### src/common/pio_map.svh
`ifndef PIO_MAP_SVH
`define PIO_MAP_SVH
// byte addresses on the register bus
`define PIO_ADDR_P0_LATCH 12'h000
`define PIO_ADDR_P1_LATCH 12'h004
`define PIO_ADDR_P2_LATCH 12'h008
`define PIO_ADDR_P3_LATCH 12'h00c
`define PIO_ADDR_P4_LATCH 12'h010
`define PIO_ADDR_P1_DIR 12'h014
`define PIO_ADDR_P3_DIR 12'h018
`define PIO_ADDR_P4_DIR 12'h01c
`define PIO_ADDR_P0_PIN 12'h020
`define PIO_ADDR_P2_PIN 12'h024
`define PIO_ADDR_CONV 12'h028
`define PIO_ADDR_EXT_IRQ 12'h02c
`define PIO_ADDR_MODE 12'h030
// field positions
`define PIO_CONV_AIN_DIS_BIT 3
`define PIO_CONV_SEL_LSB 0
`define PIO_CONV_SEL_W 3
`define PIO_EXT_IRQ_ZERO_EN_BIT 0
`define PIO_EXT_IRQ_ZERO_FLAG_BIT 1
`define PIO_MODE_DUAL_CLK_BIT 0
// reset values
`define PIO_RST_P0_LATCH 8'hff
`define PIO_RST_P1_LATCH 6'h00
`define PIO_RST_P2_LATCH 3'h7
`define PIO_RST_P3_LATCH 8'h00
`define PIO_RST_P4_LATCH 8'h00
`define PIO_RST_DIR 8'h00
`define PIO_RST_AIN_DIS 1'b1
// filler for bits that do not exist
`define PIO_UNDEF_FILL 8'h00
`endif

### src/common/pio_pkg.sv
package pio_pkg;
    typedef struct packed {
        logic [7:0] p0;
        logic [5:0] p1;
        logic [2:0] p2;
        logic [7:0] p3;
        logic [7:0] p4;
    } pio_pins_t;

    typedef struct packed {
        logic psel;
        logic penable;
        logic pwrite;
        logic [11:0] paddr;
        logic [31:0] pwdata;
    } pio_apb_req_t;

    typedef struct packed {
        logic [31:0] prdata;
        logic pready;
        logic pslverr;
    } pio_apb_rsp_t;

    typedef enum logic [2:0] {
        PIO_ST_IDLE = 3'b001,
        PIO_ST_SETUP = 3'b010,
        PIO_ST_ACCESS = 3'b100
    } pio_bus_state_t;
endpackage : pio_pkg

### src/hw/pio_ports.sv
// Our own choice: register access over APB.
`timescale 1ns/1ps
`default_nettype none
`include "pio_map.svh"
module pio_ports import pio_pkg::*; (
    // clock and reset
    input wire logic i_clk,
    input wire logic i_rst,
    // register bus
    input wire pio_apb_req_t i_apb,
    output var pio_apb_rsp_t o_apb,
    // pins
    input wire pio_pins_t i_pin,
    input wire pio_pins_t i_alt_out,
    output var pio_pins_t o_pin,
    output var pio_pins_t o_pin_oe,
    // secondary signals
    output logic o_ext_irq_zero_n,
    output logic o_ext_irq_p20_n,
    output logic o_sub_osc_sel
);
    pio_bus_state_t st_r;
    logic [7:0] p0_latch_r;
    logic [5:0] p1_latch_r;
    logic [2:0] p2_latch_r;
    logic [7:0] p3_latch_r;
    logic [7:0] p4_latch_r;
    logic [5:0] p1_dir_r;
    logic [7:0] p3_dir_r;
    logic [7:0] p4_dir_r;
    logic ain_dis_r;
    logic [`PIO_CONV_SEL_W-1:0] ain_sel_r;
    logic irq0_en_r;
    logic irq0_flag_r;
    logic dual_clk_r;
    logic p20_prev_r;
    logic [31:0] rdata;
    logic [12:0] sel;
    logic [12:0] we;
    logic [5:0] p1_rd;
    logic [7:0] p3_rd;
    logic [7:0] p4_rd;
    logic hit;
    logic wr_en;
    logic [7:0] p3_ana;
    logic [7:0] p3_dir_eff;
    pio_pins_t drv;

    // mixed read: pin for inputs, latch for outputs
    function automatic logic [7:0] mix_read(input logic [7:0] dir, input logic [7:0] lat, input logic [7:0] pin);
        mix_read = (dir & lat) | (~dir & pin);
    endfunction : mix_read

    // one-hot register select, used by the converter/mode and ext irq write strobes; the latch and direction block decodes paddr itself
    function automatic logic [12:0] reg_sel(input logic [11:0] a);
        reg_sel = 13'h0000;
        unique case (a)
            `PIO_ADDR_P0_LATCH: reg_sel[0] = 1'b1;
            `PIO_ADDR_P1_LATCH: reg_sel[1] = 1'b1;
            `PIO_ADDR_P2_LATCH: reg_sel[2] = 1'b1;
            `PIO_ADDR_P3_LATCH: reg_sel[3] = 1'b1;
            `PIO_ADDR_P4_LATCH: reg_sel[4] = 1'b1;
            `PIO_ADDR_P1_DIR: reg_sel[5] = 1'b1;
            `PIO_ADDR_P3_DIR: reg_sel[6] = 1'b1;
            `PIO_ADDR_P4_DIR: reg_sel[7] = 1'b1;
            `PIO_ADDR_P0_PIN: reg_sel[8] = 1'b1;
            `PIO_ADDR_P2_PIN: reg_sel[9] = 1'b1;
            `PIO_ADDR_CONV: reg_sel[10] = 1'b1;
            `PIO_ADDR_EXT_IRQ: reg_sel[11] = 1'b1;
            `PIO_ADDR_MODE: reg_sel[12] = 1'b1;
            default: begin
            end
        endcase
    endfunction : reg_sel

    always_comb begin
        p3_ana = 8'h00;
        if (!ain_dis_r) begin
            p3_ana[ain_sel_r] = 1'b1;
        end
    end

    assign p3_dir_eff = p3_dir_r & ~p3_ana;
    assign wr_en = (st_r == PIO_ST_ACCESS) && i_apb.psel && i_apb.penable && i_apb.pwrite;
    assign sel = reg_sel(i_apb.paddr);
    assign we = wr_en ? sel : 13'h0000;

    // mixed reads come straight off the pads; the read word register is the only sample
    assign p1_rd = 6'(mix_read({2'b00, p1_dir_r}, {2'b00, p1_latch_r}, {2'b00, i_pin.p1}));
    assign p3_rd = mix_read(p3_dir_eff, p3_latch_r, i_pin.p3) & ~p3_ana;
    assign p4_rd = mix_read(p4_dir_r, p4_latch_r, i_pin.p4);

    // bus phase tracking; the pin snapshot is taken in setup
    always_ff @(posedge i_clk or posedge i_rst) begin
        if (i_rst) begin
            st_r <= PIO_ST_IDLE;
        end else begin
            unique case (st_r)
                PIO_ST_IDLE: begin
                    if (i_apb.psel) begin
                        st_r <= PIO_ST_ACCESS;
                    end
                end
                PIO_ST_SETUP: begin
                    st_r <= PIO_ST_ACCESS;
                end
                PIO_ST_ACCESS: begin
                    st_r <= (i_apb.psel && !i_apb.penable) ? PIO_ST_ACCESS : PIO_ST_IDLE;
                end
                default: begin
                    st_r <= PIO_ST_IDLE;
                end
            endcase
        end
    end

    // output latches and direction registers
    always_ff @(posedge i_clk or posedge i_rst) begin
        if (i_rst) begin
            p0_latch_r <= `PIO_RST_P0_LATCH;
            p1_latch_r <= `PIO_RST_P1_LATCH;
            p2_latch_r <= `PIO_RST_P2_LATCH;
            p3_latch_r <= `PIO_RST_P3_LATCH;
            p4_latch_r <= `PIO_RST_P4_LATCH;
            p1_dir_r <= 6'(`PIO_RST_DIR);
            p3_dir_r <= `PIO_RST_DIR;
            p4_dir_r <= `PIO_RST_DIR;
        end else if (wr_en) begin
            unique case (i_apb.paddr)
                `PIO_ADDR_P0_LATCH: p0_latch_r <= i_apb.pwdata[7:0];
                `PIO_ADDR_P1_LATCH: p1_latch_r <= i_apb.pwdata[5:0];
                `PIO_ADDR_P2_LATCH: p2_latch_r <= i_apb.pwdata[2:0];
                `PIO_ADDR_P3_LATCH: p3_latch_r <= i_apb.pwdata[7:0];
                `PIO_ADDR_P4_LATCH: p4_latch_r <= i_apb.pwdata[7:0];
                `PIO_ADDR_P1_DIR: p1_dir_r <= i_apb.pwdata[5:0];
                `PIO_ADDR_P3_DIR: p3_dir_r <= i_apb.pwdata[7:0];
                `PIO_ADDR_P4_DIR: p4_dir_r <= i_apb.pwdata[7:0];
                default: begin
                end
            endcase
        end
    end

    // converter and mode controls
    always_ff @(posedge i_clk or posedge i_rst) begin
        if (i_rst) begin
            ain_dis_r <= `PIO_RST_AIN_DIS;
            ain_sel_r <= '0;
            irq0_en_r <= 1'b0;
            dual_clk_r <= 1'b0;
        end else if (wr_en) begin
            if (we[10]) begin
                ain_dis_r <= i_apb.pwdata[`PIO_CONV_AIN_DIS_BIT];
                ain_sel_r <= i_apb.pwdata[`PIO_CONV_SEL_LSB +: `PIO_CONV_SEL_W];
            end
            if (we[11]) begin
                irq0_en_r <= i_apb.pwdata[`PIO_EXT_IRQ_ZERO_EN_BIT];
            end
            if (we[12]) begin
                dual_clk_r <= i_apb.pwdata[`PIO_MODE_DUAL_CLK_BIT];
            end
        end
    end

    // ext irq latch for port 2 bit 0: falling edge of the pad, even when self-driven
    always_ff @(posedge i_clk or posedge i_rst) begin
        if (i_rst) begin
            p20_prev_r <= 1'b1;
            irq0_flag_r <= 1'b0;
        end else begin
            p20_prev_r <= drv.p2[0] & i_pin.p2[0];
            if (p20_prev_r && !(drv.p2[0] & i_pin.p2[0])) begin
                irq0_flag_r <= 1'b1;
            end else if (we[11] && i_apb.pwdata[`PIO_EXT_IRQ_ZERO_FLAG_BIT]) begin
                irq0_flag_r <= 1'b0;
            end
        end
    end

    // drive values; open-drain ports follow latch AND secondary output
    always_comb begin
        drv.p0 = p0_latch_r & i_alt_out.p0;
        drv.p1 = p1_latch_r & i_alt_out.p1;
        drv.p2 = p2_latch_r & i_alt_out.p2;
        drv.p3 = p3_latch_r;
        drv.p4 = p4_latch_r;
        if (irq0_en_r) begin
            drv.p0[0] = 1'b1;
        end
        if (dual_clk_r) begin
            drv.p2[2:1] = 2'b11;
        end
    end

    always_ff @(posedge i_clk or posedge i_rst) begin
        if (i_rst) begin
            o_pin <= '0;
            o_pin_oe <= '0;
            o_ext_irq_zero_n <= 1'b1;
            o_ext_irq_p20_n <= 1'b1;
            o_sub_osc_sel <= 1'b0;
        end else begin
            o_pin <= drv;
            o_pin_oe.p0 <= ~drv.p0;
            o_pin_oe.p1 <= p1_dir_r;
            o_pin_oe.p2 <= ~drv.p2;
            o_pin_oe.p3 <= p3_dir_eff;
            o_pin_oe.p4 <= p4_dir_r;
            o_ext_irq_zero_n <= irq0_en_r ? i_pin.p0[0] : 1'b1;
            o_ext_irq_p20_n <= ~irq0_flag_r;
            o_sub_osc_sel <= dual_clk_r;
        end
    end

    always_comb begin
        hit = 1'b1;
        rdata = 32'h0000_0000;
        unique case (i_apb.paddr)
            `PIO_ADDR_P0_LATCH: rdata[7:0] = p0_latch_r;
            `PIO_ADDR_P0_PIN: rdata[7:0] = i_pin.p0;
            `PIO_ADDR_P1_LATCH: rdata[7:0] = {2'(`PIO_UNDEF_FILL), p1_rd};
            `PIO_ADDR_P1_DIR: rdata[7:0] = {2'(`PIO_UNDEF_FILL), p1_dir_r};
            `PIO_ADDR_P2_LATCH: rdata[7:0] = {5'(`PIO_UNDEF_FILL), p2_latch_r};
            `PIO_ADDR_P2_PIN: rdata[7:0] = {5'(`PIO_UNDEF_FILL), i_pin.p2};
            `PIO_ADDR_P3_LATCH: rdata[7:0] = p3_rd;
            `PIO_ADDR_P3_DIR: rdata[7:0] = p3_dir_r;
            `PIO_ADDR_P4_LATCH: rdata[7:0] = p4_rd;
            `PIO_ADDR_P4_DIR: rdata[7:0] = p4_dir_r;
            `PIO_ADDR_CONV: begin
                rdata[`PIO_CONV_AIN_DIS_BIT] = ain_dis_r;
                rdata[`PIO_CONV_SEL_LSB +: `PIO_CONV_SEL_W] = ain_sel_r;
            end
            `PIO_ADDR_EXT_IRQ: begin
                rdata[`PIO_EXT_IRQ_ZERO_EN_BIT] = irq0_en_r;
                rdata[`PIO_EXT_IRQ_ZERO_FLAG_BIT] = irq0_flag_r;
            end
            `PIO_ADDR_MODE: rdata[`PIO_MODE_DUAL_CLK_BIT] = dual_clk_r;
            default: hit = 1'b0;
        endcase
    end

    // zero-wait slave: pready in the access cycle; read data registered at setup
    always_ff @(posedge i_clk or posedge i_rst) begin
        if (i_rst) begin
            o_apb <= '0;
        end else begin
            o_apb.pready <= i_apb.psel && !i_apb.penable;
            o_apb.pslverr <= i_apb.psel && !i_apb.penable && !hit;
            // the pads are sampled here, so the word stands with pready in the access cycle
            if (i_apb.psel && !i_apb.penable) begin
                o_apb.prdata <= rdata;
            end
        end
    end
endmodule : pio_ports
`default_nettype wire
### config.mk
export PLATFORM = sky130hd
export DESIGN_NAME = pio_ports
export DESIGN_NICKNAME = d
export VERILOG_FILES = /design/src/common/pio_pkg.sv /design/src/hw/pio_ports.sv
export VERILOG_INCLUDE_DIRS = /design/src /design/src/common
export SDC_FILE = /design/constraint.sdc
export NUM_CORES = 1
export LEC_CHECK = 0
export ABC_AREA = 1
export BUFFER_PORTS_ARGS = -buffer_cell sky130_fd_sc_hd__buf_2
export CAP_MARGIN = 10
export CORE_ASPECT_RATIO = 0.6
export CORE_MARGIN = 4
export CORE_UTILIZATION = 54
export CTS_BUF_LIST = sky130_fd_sc_hd__clkbuf_16
export DETAILED_ROUTE_END_ITERATION = 16
export GPL_TIMING_DRIVEN = 0
export PLACE_DENSITY = 0.85
export RECOVER_POWER = 50
export SKIP_LAST_GASP = 1
export SLEW_MARGIN = 20
export SYNTH_ARGS = -nofsm -noshare
export SYNTH_HDL_FRONTEND = slang
export SYNTH_SLANG_ARGS = --single-unit
### constraint.sdc
create_clock -name i_clk -period 10 [get_ports i_clk]
set_input_delay 0.5 -clock i_clk [delete_from_list [all_inputs] [get_ports i_clk]]
set_output_delay 0.5 -clock i_clk [all_outputs]
set_load 0.01 [all_outputs]
==> key figures <==
Global routing
  – Vias in the first global route: 5,284
  – Largest net degree at the start of global routing: 81
  – Overall routing resource usage: 26.3%
  – Initial antenna violation count: 1
  – Total gr overflow: 0
  – First-pass GRT wire length: 27,700 um

Routing
  – Total wire length: 17,600 um
  – DR vias/cell: 5.07
  – Initial DRC Count: 683
  – ANT nets after route: 0
  – DRT Pass-1 Iters: 5
  – Via count: 5,566
  – Remaining DRCs: 0
  – DR WL/cell: 16.1 um

Cells and area
  – Design area: 0.00803 sq mm
  – Register area: 0.00362 sq mm
  – Final Non-Filler Cells: 1,098
  – # fillers: 891
  – Layout Nets: 1,042
  – Area grow syn2layout: 25.1%
  – Area of the multi-input gates: 0.00224 sq mm
  – Fin util: 70.1%
  – Antenna Cells: 0
  – Fraction of layout instances using a drive strength above 1: 29.0%

Clock tree
  – Worst-path clk slew: 0.06 ns
  – Post-cts sizing count: 0
  – Clock Tree Buf Depth: 2
  – Hold Buf Count CTS: 0
  – Post-CTS Setup Repair Bufs: 0
  – Total clock sinks: 144
  – Later-pin clock latency in the skew report: 0.42 ns
  – Total clock buffers created by CTS: 17
  – Clk root buf: clkbuf_16
  – # H-tree levels: 4
  – CTS tree: yes

Die
  – Die Width: 149 um
  – Core Area: 0.0114 sq mm
  – Num rows: 30
  – Vert. Die Dim: 92.4 um
  – Initial Utilization: 56.0%
  – I/O pins: 218
  – DIE AREA: 0.0137 sq mm

Critical path
  – Reg2Reg Depth: 8
  – Buf/Inv on CP: 2
  – Crit path depth: 2
  – Crit start category: input port
  – Worst-path cell chain: buf_2 > clkinvlp_2
  – Crit path max-delay family: buffers and inverters
  – Critical Path RT: 10.08 ns
  – Critical path fanouts, max: 65
  – Crit path kind: in2async
  – Slowest cell on crit path: clkinvlp_2
  – Crit-path max cell delay: 1.55 ns
  – Setup crit end kind: async pin
  – CP Data Arrival Time: 2.19 ns

Synth
  – Ys async rst share: 100%
  – Post-synthesis instance total: 729
  – Synthesis Warnings: 0
  – Number of synthesized flops with an enable pin: 0
  – Netlist cell types: 35
  – Post-Syn Area: 0.00641 sq mm
  – Yosys reg bits: 144
  – Main synth FF type: dfrtp_1
  – Syn Area/Cell: 8.80 sq um
  – Register area share after synthesis: 56.5%

Pwr
  – Net Sw Frac: 23.3%
  – Clock power frac: 45.7%
  – Gate power share: 6.8%
  – Register share of total power: 47.5%
  – Leak Pwr: 4.54 nW
  – Pwr dens: 155 mW/mm^2
  – Sw Pwr: 291 uW
  – Worst vdd ir: 0.119 mV
  – Int Power: 956 uW

STA
  – Final Slew Violations: 65
  – Post-Route Setup TNS: 0 ns
  – Min Tclk post-route: 2.11 ns
  – Final Hold Viols: 0
  – Worst-Margin Slew: 2.75 ns
  – Final clock skew: 0.00701 ns
  – Fmax: 474 MHz
  – Max-slew headroom: -84.3%
  – RSZ-0062 raised after global routing: false
  – Final setup violation count: 0
  – Fraction of the cycle the final worst path needs: 21.1%

Placement
  – HPWL Detailed: 13,200 um
  – Dpl cells: 1,066
  – IO Port Bufs: 153
  – Dpl cell area: 0.00750 sq mm
  – Routability cong.: 0.953

Flow run
  – Max Cap Viol: 1

Outcome
  – Failing checks: max-capacitance violations, max-slew violations
  – Status: finished with violations

Hold path
  – Hold Crit Class: in2reg
  – WHS Path Cells: 2
## area by class of cell
| cell class | instances | area share, % |
|---|---|---|
| Multi-Input combinational cell | 478 | 27.9 |
| Clock inverter | 15 | 1.34 |
| Buffer | 41 | 3.74 |
| Timing Repair Buffer | 154 | 9.87 |
| Tap cell | 160 | 2.49 |
| Clock buffer | 17 | 5.30 |
| Inverter | 89 | 4.21 |
| Sequential cell | 144 | 45.1 |
## flip-flops by register name, summed over array words and instances, names as in the netlist, 6 cells and up
name	cells
o_pin_oe	33
p0_latch_r	8
p3_latch_r	8
p4_dir_r	8
p1_latch_r	6
o_pin	33
o_apb	10
p3_dir_r	8
p1_dir_r	6
p4_latch_r	8
## per-layer routing
metal / track usage [%] / vias up / share of wire [%]
li1: - / 2648 / -
met3: 7.38 / 33 / 12
met1: 39.1 / 2557 / 44
met2: 38.2 / 326 / 43
met4: 6.76 / 2 / 1.4
met5: 0 / - / 0.068
## final timing paths
check / start / to / slack, ns
min reg2reg: p4_latch_r[7] / o_pin[7] / 0.40
max: i_rst / o_pin_oe[17] / 7.89
max in group i_clk: st_r[0] / p4_dir_r[0] / 7.92
min: i_alt_out[26] / o_pin_oe[26] / 0.26
min in group asynchronous: i_rst / o_pin[29] / 0.86
max reg2reg: st_r[0] / p4_dir_r[0] / 7.92
## synthesized netlist by cell type (2+ instances only)
| cell | count | area (sq um) |
|---|---|---|
| nand2_1 | 217 | 815 |
| dfrtp_1 | 128 | 3200 |
| inv_1 | 77 | 289 |
| o21ai_1 | 50 | 250 |
| nand3_1 | 49 | 245 |
| nor2_1 | 47 | 176 |
| buf_4 | 27 | 203 |
| o21ai_0 | 19 | 95.1 |
| dfstp_2 | 16 | 420 |
| inv_2 | 11 | 41.3 |
| a21oi_1 | 9 | 45.0 |
| nor2_2 | 8 | 50.1 |
| o21ai_2 | 8 | 70.1 |
| nand2_2 | 7 | 43.8 |
| nand4_1 | 7 | 43.8 |
| buf_2 | 6 | 30.0 |
| buf_6 | 5 | 56.3 |
| mux2i_1 | 5 | 50.1 |
| nor2_4 | 5 | 56.3 |
| nor3_1 | 5 | 25.0 |
| nand2_4 | 4 | 45.0 |
| clkbuf_1 | 3 | 11.3 |
| nand3b_1 | 3 | 22.5 |
| ha_1 | 2 | 25.0 |
## cell usage in the layout, fill, tap and decap left out, types with 2 or more instances in the layout
cell type    n
nand2_4      4
ha_1         2
nand3_1     49
nor3_1       5
dfstp_2      7
nand3b_1     3
inv_2       11
mux2i_1      5
clkbuf_1     4
nor2_1      47
clkinv_1     3
conb_1      24
nor2_4       5
clkinv_2     4
nand4_1      7
o21ai_2      8
o21ai_0     19
nor2_2       8
a21oi_1      9
clkinv_4     4
buf_2      158
dfrtp_1    128
inv_1       79
o21ai_1     50
buf_6        5
dfstp_1      9
buf_4       27
nand2_2      7
nand2_1    217
clkbuf_16   17
## through the flow
step           power, mW  hold WS, ns  worst slack, ns
2_1_floorplan      0.653        0.366             5.66
3_3_place_gp       0.682        0.384             4.36
3_5_place_dp       0.686        0.391             7.94
4_1_cts             1.25        0.118             7.92
5_1_grt             1.29        0.266             7.39
6_report            1.25        0.257             7.89
## cell families (layout without fill, tap and decap cells)
family | after synthesis | in the layout | share of synthesized area [%]
adders and majority gates | 2 | 2 | 0.390
other | 1 | 24 | 0.0585
DFF | 144 | 144 | 56.5
and+or+nand+nor | 354 | 354 | 24.2
buffers and inverters | 130 | 316 | 9.93
muxes | 6 | 6 | 0.956
AOI/OAI and AO/OA | 92 | 92 | 7.96
## power by group through the flow
stage                     sequential (mW)  combinational (mW)  clock (mW)
after floorplan                     0.602              0.0514           0
after global placement              0.602              0.0801           0
after detailed placement            0.602              0.0836           0
after CTS                           0.592              0.0843       0.572
after global routing                0.592              0.0945       0.603
final                               0.592              0.0850       0.569
(Power assumes the default switching activity.)
